## src/verilog/usbep_pkg.sv

```systemverilog
// Operation
// [RULE1] enable bit activates or deactivates endpoint
// [RULE2] endpoint zero enabled after any reset
// [RULE3] control bits 6..4 read zero, never written
// [RULE4] accepted DATA0 sets toggle status
// [RULE5] accepted DATA1 clears toggle status
// [RULE6] direction bit one is IN, zero OUT
// [RULE7] direction ignored on control endpoints
// [RULE8] type decode; endpoint zero always control
// [RULE9] endpoint zero control resets to 80h
// [RULE10] other endpoint controls reset to 00h
// [RULE11] control direction honoured only for control type
// [RULE12] firmware sets control direction only for IN
// [RULE13] ping-pong bank1 store sets bank1 flag
// [RULE14] bank1 flag set raises endpoint interrupt
// [RULE15] bank1 flag set NAKs further bank1 OUTs
// [RULE16] isochronous endpoints never NAK on bank1
// [RULE17] firmware clears bank1 flag after reading
// [RULE18] stall request makes next handshake STALL
// [RULE19] stall sent flag set, interrupt raised; isochronous endpoints ignore stall sent
// [RULE20] index register selects endpoint 0 to 6
// [RULE21] separate control and status per endpoint
// [RULE22] toggle status cleared on reset
package usbep_pkg;
	localparam int NUM_EP = 7;
	localparam logic [7:0] ADDR_INDEX = 8'hc7;
	localparam logic [7:0] ADDR_STATUS = 8'hce;
	localparam logic [7:0] ADDR_CONTROL = 8'hd4;
	localparam logic [7:0] CTRL_RESET_EP0 = 8'h80;
	localparam logic [7:0] CTRL_RESET_OTHER = 8'h00;
	localparam logic [7:0] CTRL_WRITE_MASK = 8'h87;
	localparam logic [7:0] STAT_WRITE_MASK = 8'hbf;
	localparam logic [2:0] MAX_INDEX = 3'h6;
	localparam logic [2:0] FIRST_PINGPONG = 3'h4;
	localparam int BIT_ENABLE = 7;
	localparam int BIT_TOGGLE = 3;
	localparam int BIT_DIR = 2;
	localparam int BIT_CTRL_DIR = 7;
	localparam int BIT_BANK1 = 6;
	localparam int BIT_STALL_REQUEST = 5;
	localparam int BIT_STALLSENT = 3;
	typedef enum logic [1:0] {
		USBEP_CONTROL = 2'h0,
		USBEP_ISO = 2'h1,
		USBEP_BULK = 2'h2,
		USBEP_INTR = 2'h3
	} usbep_type_t;
	// one event from the serial engine, addressed to an endpoint
	typedef struct packed {
		logic data0_ok;
		logic data1_ok;
		logic bank1_stored;
		logic stall_sent;
	} usbep_evt_t;
	// decoded per-endpoint view for the serial engine
	typedef struct packed {
		logic active;
		logic dir_in;
		logic ctrl_dir_in;
		logic nak_bank1;
		logic stall;
		usbep_type_t ep_type;
	} usbep_view_t;
endpackage : usbep_pkg

```

## src/verilog/usbep_sync.sv

```systemverilog
`timescale 1ns/1ns
// two-stage synchroniser for pin-level inputs
module usbep_sync import usbep_pkg::*; #(
	parameter int W = 1
) (
	input wire logic clk,
	input wire logic sys_rst,
	input wire logic ce,
	input wire logic [W-1:0] d,
	output logic [W-1:0] q
);
	logic [W-1:0] meta;
	// first stage feeds only the second
	always_ff @(posedge clk or posedge sys_rst) begin
		if (sys_rst) begin
			meta <= '0;
			q <= '0;
		end else if (ce) begin
			meta <= d;
			q <= meta;
		end
	end
endmodule : usbep_sync

```

## src/verilog/usbep_slot.sv

```systemverilog
`timescale 1ns/1ns
// =========================================
// one endpoint's control and status state
module usbep_slot import usbep_pkg::*; #(
	parameter logic [2:0] EP = 3'h0
) (
	input wire logic clk,
	input wire logic sys_rst,
	input wire logic ce,
	input wire logic bus_reset,
	input wire logic wr_ctrl,
	input wire logic wr_stat,
	input wire logic [7:0] wdata,
	input wire usbep_evt_t evt,
	output logic [7:0] ctrl,
	output logic [7:0] stat,
	output usbep_view_t view,
	output logic irq_evt
);
	localparam logic [7:0] CTRL_RST = (EP == 3'h0) ? CTRL_RESET_EP0 : CTRL_RESET_OTHER; // [RULE9] [RULE10]
	localparam logic PINGPONG = (EP >= FIRST_PINGPONG);
	logic [7:0] next_ctrl;
	logic [7:0] next_stat;
	usbep_type_t eff_type;
	usbep_type_t next_type;

	// endpoint zero is forced to control type whatever was written
	assign eff_type = (EP == 3'h0) ? USBEP_CONTROL : usbep_type_t'(ctrl[1:0]); // [RULE8]
	// the view follows the type being written, so it never lags a control write by a cycle
	assign next_type = (EP == 3'h0) ? USBEP_CONTROL : usbep_type_t'(next_ctrl[1:0]); // [RULE8]

	always_comb begin
		next_ctrl = ctrl;
		if (wr_ctrl) begin
			next_ctrl = (wdata & CTRL_WRITE_MASK) | (ctrl & ~CTRL_WRITE_MASK); // [RULE3] [RULE1]
		end
		next_ctrl[6:4] = 3'h0; // [RULE3]
		// hardware events win over a firmware write in the same cycle
		if (evt.data0_ok) begin
			next_ctrl[BIT_TOGGLE] = 1'b1; // [RULE4]
		end else if (evt.data1_ok) begin
			next_ctrl[BIT_TOGGLE] = 1'b0; // [RULE5]
		end
	end

	always_comb begin
		next_stat = stat;
		if (wr_stat) begin
			next_stat = (wdata & STAT_WRITE_MASK) | (stat & ~STAT_WRITE_MASK);
			// bank1 flag: firmware may only clear it
			next_stat[BIT_BANK1] = stat[BIT_BANK1] & wdata[BIT_BANK1]; // [RULE17]
		end
		if (evt.bank1_stored && PINGPONG) begin
			next_stat[BIT_BANK1] = 1'b1; // [RULE13]
		end
		if (evt.stall_sent && eff_type != USBEP_ISO) begin
			next_stat[BIT_STALLSENT] = 1'b1; // [RULE19]
		end
	end

	// bus reset restores defaults just like the hardware reset
	always_ff @(posedge clk or posedge sys_rst) begin
		if (sys_rst) begin
			ctrl <= CTRL_RST; // [RULE2] [RULE22]
			stat <= 8'h00;
		end else if (ce) begin
			if (bus_reset) begin
				ctrl <= CTRL_RST; // [RULE2]
				stat <= 8'h00;
			end else begin
				ctrl <= next_ctrl;
				stat <= next_stat;
			end
		end
	end

	// view registered so every top output comes from a flip-flop
	always_ff @(posedge clk or posedge sys_rst) begin
		if (sys_rst) begin
			view <= '0;
			irq_evt <= 1'b0;
		end else if (ce) begin
			view.active <= next_ctrl[BIT_ENABLE] | (EP == 3'h0 && bus_reset); // [RULE1]
			view.dir_in <= (next_type != USBEP_CONTROL) & next_ctrl[BIT_DIR]; // [RULE6] [RULE7]
			view.ctrl_dir_in <= (next_type == USBEP_CONTROL) & next_stat[BIT_CTRL_DIR]; // [RULE11]
			view.nak_bank1 <= next_stat[BIT_BANK1] & (next_type != USBEP_ISO); // [RULE15] [RULE16]
			view.stall <= next_stat[BIT_STALL_REQUEST]; // [RULE18]
			view.ep_type <= next_type;
			irq_evt <= ~bus_reset & ((next_stat[BIT_BANK1] & ~stat[BIT_BANK1]) // [RULE14]
				| (next_stat[BIT_STALLSENT] & ~stat[BIT_STALLSENT])); // [RULE19]
		end
	end
endmodule : usbep_slot

```

## src/verilog/usbep_regs.sv

```systemverilog
`timescale 1ns/1ns
// =========================================
// endpoint configuration and status, APB slave
module usbep_regs import usbep_pkg::*; (
	input wire logic clk,
	input wire logic sys_rst,
	input wire logic ce,
	input wire logic psel,
	input wire logic penable,
	input wire logic pwrite,
	input wire logic [7:0] paddr,
	input wire logic [31:0] pwdata,
	output logic [31:0] prdata,
	output logic pready,
	output logic pslverr,
	input wire logic usb_bus_reset,
	input wire logic [2:0] evt_ep,
	input wire usbep_evt_t evt,
	input wire logic [NUM_EP-1:0] ep_int_enable,
	output usbep_view_t [NUM_EP-1:0] ep_view,
	output logic [NUM_EP-1:0] ep_int
);
	// =========================================
	// bus decode
	logic [2:0] endpoint_index;
	logic [NUM_EP-1:0] [7:0] ctrl_q;
	logic [NUM_EP-1:0] [7:0] stat_q;
	logic [NUM_EP-1:0] irq_evt;
	logic bus_reset_s;
	logic setup;
	logic hit;
	logic wr_index;
	logic wr_ctrl_any;
	logic wr_stat_any;

	// bus reset arrives from the line-side reset detector, another domain
	usbep_sync #(.W(1)) u_rst_sync (
		.clk(clk),
		.sys_rst(sys_rst),
		.ce(ce),
		.d(usb_bus_reset),
		.q(bus_reset_s)
	);

	assign setup = psel & ~penable;
	assign hit = (paddr == ADDR_INDEX) | (paddr == ADDR_STATUS) | (paddr == ADDR_CONTROL);
	// writes land in the setup cycle's successor: answer is one wait-free access phase
	assign wr_index = psel & penable & pwrite & (paddr == ADDR_INDEX);
	assign wr_ctrl_any = psel & penable & pwrite & (paddr == ADDR_CONTROL);
	assign wr_stat_any = psel & penable & pwrite & (paddr == ADDR_STATUS);

	// =========================================
	// index register; out-of-range values are refused and kept
	always_ff @(posedge clk or posedge sys_rst) begin
		if (sys_rst) begin
			endpoint_index <= 3'h0;
		end else if (ce) begin
			if (bus_reset_s) begin
				endpoint_index <= 3'h0;
			end else if (wr_index && pwdata[7:0] <= {5'h00, MAX_INDEX}) begin
				endpoint_index <= pwdata[2:0]; // [RULE20]
			end
		end
	end

	// =========================================
	// one slot per endpoint
	genvar g;
	generate
		for (g = 0; g < NUM_EP; g++) begin : g_ep
			usbep_slot #(.EP(3'(g))) u_slot ( // [RULE21]
				.clk(clk),
				.sys_rst(sys_rst),
				.ce(ce),
				.bus_reset(bus_reset_s),
				.wr_ctrl(wr_ctrl_any && endpoint_index == 3'(g)), // [RULE20]
				.wr_stat(wr_stat_any && endpoint_index == 3'(g)),
				.wdata(pwdata[7:0]),
				.evt((evt_ep == 3'(g)) ? evt : '0),
				.ctrl(ctrl_q[g]),
				.stat(stat_q[g]),
				.view(ep_view[g]),
				.irq_evt(irq_evt[g])
			);
			// pulse gated by the per-endpoint interrupt enable
			always_ff @(posedge clk or posedge sys_rst) begin
				if (sys_rst) begin
					ep_int[g] <= 1'b0;
				end else if (ce) begin
					ep_int[g] <= irq_evt[g] & ep_int_enable[g]; // [RULE14] [RULE19]
				end
			end
		end
	endgenerate

	// =========================================
	// answer: data registered in setup, ready in access phase
	always_ff @(posedge clk or posedge sys_rst) begin
		if (sys_rst) begin
			prdata <= 32'h0000_0000;
			pready <= 1'b0;
			pslverr <= 1'b0;
		end else if (ce) begin
			pready <= setup;
			pslverr <= setup & ~hit;
			if (setup && !pwrite) begin
				case (paddr)
					ADDR_INDEX: prdata <= {29'h0, endpoint_index};
					ADDR_CONTROL: prdata <= {24'h0, ctrl_q[endpoint_index]}; // [RULE3]
					ADDR_STATUS: prdata <= {24'h0, stat_q[endpoint_index]};
					default: prdata <= 32'h0000_0000;
				endcase
			end else begin
				prdata <= 32'h0000_0000;
			end
		end
	end
endmodule : usbep_regs

```

## config.mk

```make
export PLATFORM = sky130hd
export DESIGN_NAME = usbep_regs
export DESIGN_NICKNAME = d
export VERILOG_FILES = /design/src/verilog/usbep_pkg.sv /design/src/verilog/usbep_sync.sv /design/src/verilog/usbep_slot.sv /design/src/verilog/usbep_regs.sv
export SDC_FILE = /design/constraint.sdc
export NUM_CORES = 1
export LEC_CHECK = 0
export BUFFER_PORTS_ARGS = -buffer_cell sky130_fd_sc_hd__buf_2
export CORE_ASPECT_RATIO = 0.5
export CORE_UTILIZATION = 59
export CTS_CLUSTER_DIAMETER = 40
export CTS_CLUSTER_SIZE = 40
export DETAILED_ROUTE_END_ITERATION = 10
export PLACE_DENSITY = 0.94
export SKIP_LAST_GASP = 1
export SYNTH_ARGS = -nofsm -noshare
export SYNTH_HDL_FRONTEND = slang
export SYNTH_HIERARCHICAL = 1
export SYNTH_SLANG_ARGS = --single-unit
```

## constraint.sdc

```tcl
create_clock -name clk -period 3.3 [get_ports clk]
set_input_delay 0.165 -clock clk [delete_from_list [all_inputs] [get_ports clk]]
set_output_delay 0.165 -clock clk [all_outputs]
set_load 0.02 [all_outputs]
```

==> flow_summary.yaml, run 1 <==
timing:
  final-hold-violation-count: 0
  final_max_slew_viol_count: 0
  fmax_mhz: 415
  period_share_pct: 72.9
  fin_setup_tns_ns: 0
  worstMarginPinSlew_ns: 0.974
  slew_headroom_pct: 35.0
  hold-worst-slack_ns: 0.108
  skew_ns: 0.00994
  finalCriticalPeriod_ns: 2.41
  setup_viol: 0
  rsz0062_at_grt: "no"
clock_network:
  numCtsBuffers: 17
  cts_resized: 0
  insertion_delay_ns: 0.44
  cts_setup_buffers: 0
  cts_tree: "built"
  cts_sinks: 166
  clockBufferDepth: 2
  cts-root-buf: "clkbuf_16"
  htreeDepth: 4
  path_clk_slew_ns: 0.07
global_routing:
  grt_usage_pct: 34.0
  grt_pass1_wl_um: 44200
  grt_overflow_total: 0
  grt_antenna_before_repair: 0
  grt_max_degree: 113
  grt_pass1_vias: 8481
floorplanning:
  start_util_pct: 61.8
  core-area_um2: 15700
  die_area_um2: 17000
  rows: 32
  die_x_um: 184
  io_pins: 151
  die_y_um: 92.8
critical_path:
  critical-path-slowest-cell: "dfrtp_2"
  arrival_ns: 2.72
  worstSetupPathType: "register to register"
  critPathMaxStageDelay_ns: 0.69
  critPathLaunchType: "register"
  worstPathCellList: "nand2b_1 -> nor2_1 -> nand2_1 -> a211oi_1 -> nor3_2"
  rrSetupSlack_ns: 0.89
  cp.required_ns: 3.61
  cp-end-kind: "register"
  path_max_fanout: 27
logic_synthesis:
  syn_inst: 997
  yosysWarnings: 6
  syn-mean-instance-area_um2: 9.75
  syn_area_um2: 9720
placed_design:
  dp_hpwl_um: 18000
  gp_congestion: 0.922
  numPortBuffers: 99
pwr:
  power_density_nw_per_um2: 494
  p_leak_nw: 4.74
  ir_worst_vdd_uv: 375
  power_w: 0.00527
run_status:
  status: "finished, final reports clean"
finish:
  layout-drive-gt1-share_pct: 20.9
  final_cell_mix: "163 x dfrtp_1, 110 x nor2_1, 98 x buf_2"
  multi_input_area_um2: 4670
  area_growth_pct: 9.78
  final_nets: 1136
  antenna_cells: 0
  layout_commonest_cell: "dfrtp_1"
  post-route-util_pct: 67.8
  register_area_um2: 4160
  fillCellCount: 1119
run:
  drv_cap: 0
min_path:
  hold_class: "input pin to register"
drt:
  drt_iter0_markers: 1191
  route.detailed.drc: 0
  via_count: 8589
  wire_per_inst_um: 21.1
  drtPass1Iterations: 6
  drt_wl_total_um: 27600
  antenna_left: 0
  via_per_inst: 6.56
repair_timing:
item / in CTS / in global routing
hold buffers: 10 / 0
endpoints found under the setup margin: 0 / 0
hold endpoints to repair: 28 / 0
metal layers:
metal	track usage, %	routed length [um]	vias to the layer above
li1	-	-	3665
met1	42.7	10500	4123
met2	54.7	12600	630
met3	7.86	2920	171
met4	19.4	1620	0
met5	0	0	-
state kept, by name, summed over array words and instances, names as in the netlist:
register,count
u_rst_sync/q,1
pslverr,1
g_ep.u_slot/irq_evt,7
ep_int,7
g_ep.u_slot/view,46
g_ep.u_slot/stat,56
prdata,8
g_ep.u_slot/ctrl,35
endpoint_index,3
pready,1
u_rst_sync/meta,1
critical path: cells and delay by family, from the launching register on:
family / cells / cell delay [ns]
AO/OA/AOI/OAI: 1 / 0.34
flip-flops: 1 / 0.69
AND/OR/NAND/NOR: 4 / 1.24
final cells by class:
| class | instances | area share, % |
|---|---|---|
| flip-flops and latches | 166 | 39.0 |
| well taps | 221 | 2.59 |
| repair buffers | 134 | 7.63 |
| inverters | 51 | 1.79 |
| clock inverters | 14 | 1.27 |
| multi-input cells | 705 | 43.7 |
| clock buffers | 18 | 4.02 |
metrics by stage:
step	setup WS [ns]	instances	instance area (um^2)
global route	0.749	1309	10700
detailed placement	0.777	1267	10000
floorplan	1.28	1037	9870
CTS	0.945	1309	10700
global placement	0.835	1267	10000
finish	0.893	1309	10700
power by group:
| group | internal [W] | switching (W) |
|---|---|---|
| Combinational | 0.000365 | 0.000620 |
| Sequential | 0.00217 | 0.000172 |
| Clock | 0.00100 | 0.000943 |
path summary, 6_finish.rpt:
path,startpoint,endpoint,cells past startpoint
worst min-delay path,penable,pslverr$_DFFE_PP0P_,4
worst min register to register,g_ep[1].u_slot/view[3]$_DFFE_PP0P_,g_ep[1].u_slot/view[3]$_DFFE_PP0P_,1
max in group asynchronous,sys_rst,endpoint_index[0]$_DFFE_PP0P_,3
worst max-delay path,endpoint_index[0]$_DFFE_PP0P_,g_ep[6].u_slot/stat[3]$_DFFE_PP0P_,5
min in group asynchronous,sys_rst,u_rst_sync/meta$_DFFE_PP0P_,3
worst max register to register,endpoint_index[0]$_DFFE_PP0P_,g_ep[6].u_slot/stat[3]$_DFFE_PP0P_,5
No activity file was read; power rests on OpenSTA's default activity.
==> run 2, diff against run 1 <==
CORE_UTILIZATION = 58   (was 59)
PLACE_DENSITY = 0.93   (was 0.94)
clock period = 2.5 ns   (was 3.3 ns; I/O delays follow)
==> run 2 against run 1 <==
Via count is 1.2% lower. Utilization is 1.7 points lower. First-iteration DRC count fell by 2.3%. Clock power grew 38%. Combinational power grew 41%.
==> flow_summary.yaml, run 2 (same netlist as run 1, synthesis figures left out) <==
timing:
  setup_viol: 0
  fin_setup_tns_ns: 0
  final_max_slew_viol_count: 0
  finalCriticalPeriod_ns: 2.17
  fmax_mhz: 460
  rsz0062_at_grt: "no"
  worstMarginPinSlew_ns: 0.882
  setup_ws_ns: 0.328
  skew_ns: 0.0118
  period_share_pct: 86.9
  slew_headroom_pct: 41.1
  final-hold-violation-count: 0
clock_network:
  path_clk_slew_ns: 0.08
  cts_tree: "built"
  insertion_delay_ns: 0.44
  cts-root-buf: "clkbuf_16"
  clockBufferDepth: 2
  cts_setup_buffers: 0
  htreeDepth: 4
  cts_sinks: 166
  numCtsBuffers: 17
placed_design:
  pre_cts_ws_ns: 0.157
  placedCellCount: 1282
  placed_cell_area_um2: 10100
  gp_congestion: 0.940
  dp_hpwl_um: 18300
  numPortBuffers: 99
finish:
  final_cell_mix: "163 x dfrtp_1, 110 x nor2_1, 98 x buf_2"
  largestRegisters: "g_ep.u_slot/stat: 56 flops, g_ep.u_slot/view: 46 flops, g_ep.u_slot/ctrl: 35 flops"
  largest_reg_flops: 56
  top_register: "g_ep.u_slot/stat"
  antenna_cells: 0
  area_growth_pct: 11.5
  layout_commonest_cell: "dfrtp_1"
  layout-drive-gt1-share_pct: 21.6
  final_area_um2: 10800
  final_nets: 1144
  stdcell_count: 1323
  post-route-util_pct: 66.1
run_status:
  status: "finished, final reports clean"
floorplanning:
  start_util_pct: 59.3
  die_area_um2: 17300
  io_pins: 151
  rows: 33
  die_x_um: 185
  core-area_um2: 16400
  die_y_um: 93.5
min_path:
  hp-start: "penable"
  hold_class: "input pin to register"
global_routing:
  grt_antenna_before_repair: 0
  grt_overflow_total: 0
  grt_pass1_vias: 8277
  grt_usage_pct: 33.1
  grt_pass1_wl_um: 43500
  grt_max_degree: 106
pwr:
  power_density_nw_per_um2: 657
  ir_worst_vdd_uv: 561
  p_leak_nw: 4.80
drt:
  via_count: 8489
  route.detailed.drc: 0
  drt_wl_total_um: 27700
  drtPass1Iterations: 5
  antenna_left: 0
  via_per_inst: 6.42
  wire_per_inst_um: 20.9
  drt_iter0_markers: 1164
critical_path:
  worstSetupPathType: "register to register"
  cp.required_ns: 2.83
  arrival_ns: 2.51
  critPathLaunchType: "register"
  cp-end-kind: "register"
  path_max_fanout: 13
  rrSetupSlack_ns: 0.33
  startpoint: "endpoint_index[1]$_DFFE_PP0P_"
  r2r_start: "endpoint_index[1]$_DFFE_PP0P_"
run:
  drv_cap: 0
[run 2: cell count changes in the layout (fill, tap and decap cells not counted)]
cell           delta
buf_12            +5
buf_4             +4
clkinvlp_4        +2
bufinv_16         +1
inv_6             -2
clkbuf_1          -1
clkinv_2          -1
dlygate4sd3_1     -1
clkinv_8          +1
inv_8             +1
clkinv_4          -1
[run 2: path summary, 6_finish.rpt]
check,endpoint,depth (start not counted)
max,g_ep[2].u_slot/view[5]$_DFFE_PP0P_,7
min,pready$_DFFE_PP0P_,4
max reg2reg,g_ep[2].u_slot/view[5]$_DFFE_PP0P_,7
min reg2reg,g_ep[1].u_slot/view[3]$_DFFE_PP0P_,1
max in group asynchronous,endpoint_index[0]$_DFFE_PP0P_,3
min in group asynchronous,u_rst_sync/meta$_DFFE_PP0P_,3
[run 2: cell type report]
| class | count | area [um^2] |
|---|---|---|
| multi-input combinational | 705 | 4670 |
| clock inverter | 15 | 176 |
| clock buffer | 17 | 425 |
| inverter | 51 | 191 |
| sequential | 166 | 4160 |
| fill | 1166 | 5560 |
| timing repair buffer | 142 | 935 |
| tap | 227 | 284 |
[run 2: per-stage QoR]
stage,total power [W],hold slack [ns]
after floorplan,0.00407,-0.134
after global placement,0.00433,0.0715
after detailed placement,0.00440,0.0893
after CTS,0.00708,0.0436
after global routing,0.00735,0.0763
final,0.00712,0.0513
[run 2: where the power goes]
group          leakage (nW)  switching [W]  internal [W]
sequential             2.24       0.000166       0.00286
clock                 0.286        0.00126       0.00143
combinational          2.28       0.000889      0.000503
[run 2: layer usage]
layer  part of all wire, %  wire [um]  track usage [%]  up-vias
li1                      -          -                -     3681
met1                    39      10900             42.2     4101
met2                    46      12800             52.7      585
met3                    10       2770             7.09      122
met4                   4.6       1280             18.6        0
met5                     0          0                0        -
[run 2: critical path, stage by stage, from the launching register on]
cell and delay (ns):
dfrtp_1 0.64, buf_4 0.32, nand2b_1 0.21, nor2_1 0.21
buf_4 0.22, mux2i_1 0.21, nor2_1 0.06, a22o_1 0.20
[run 2: repair_timing]
action | in CTS | in global routing
resized for setup | 0 | 0
hold endpoints to repair | 173 | 0
hold buffers | 9 | 0
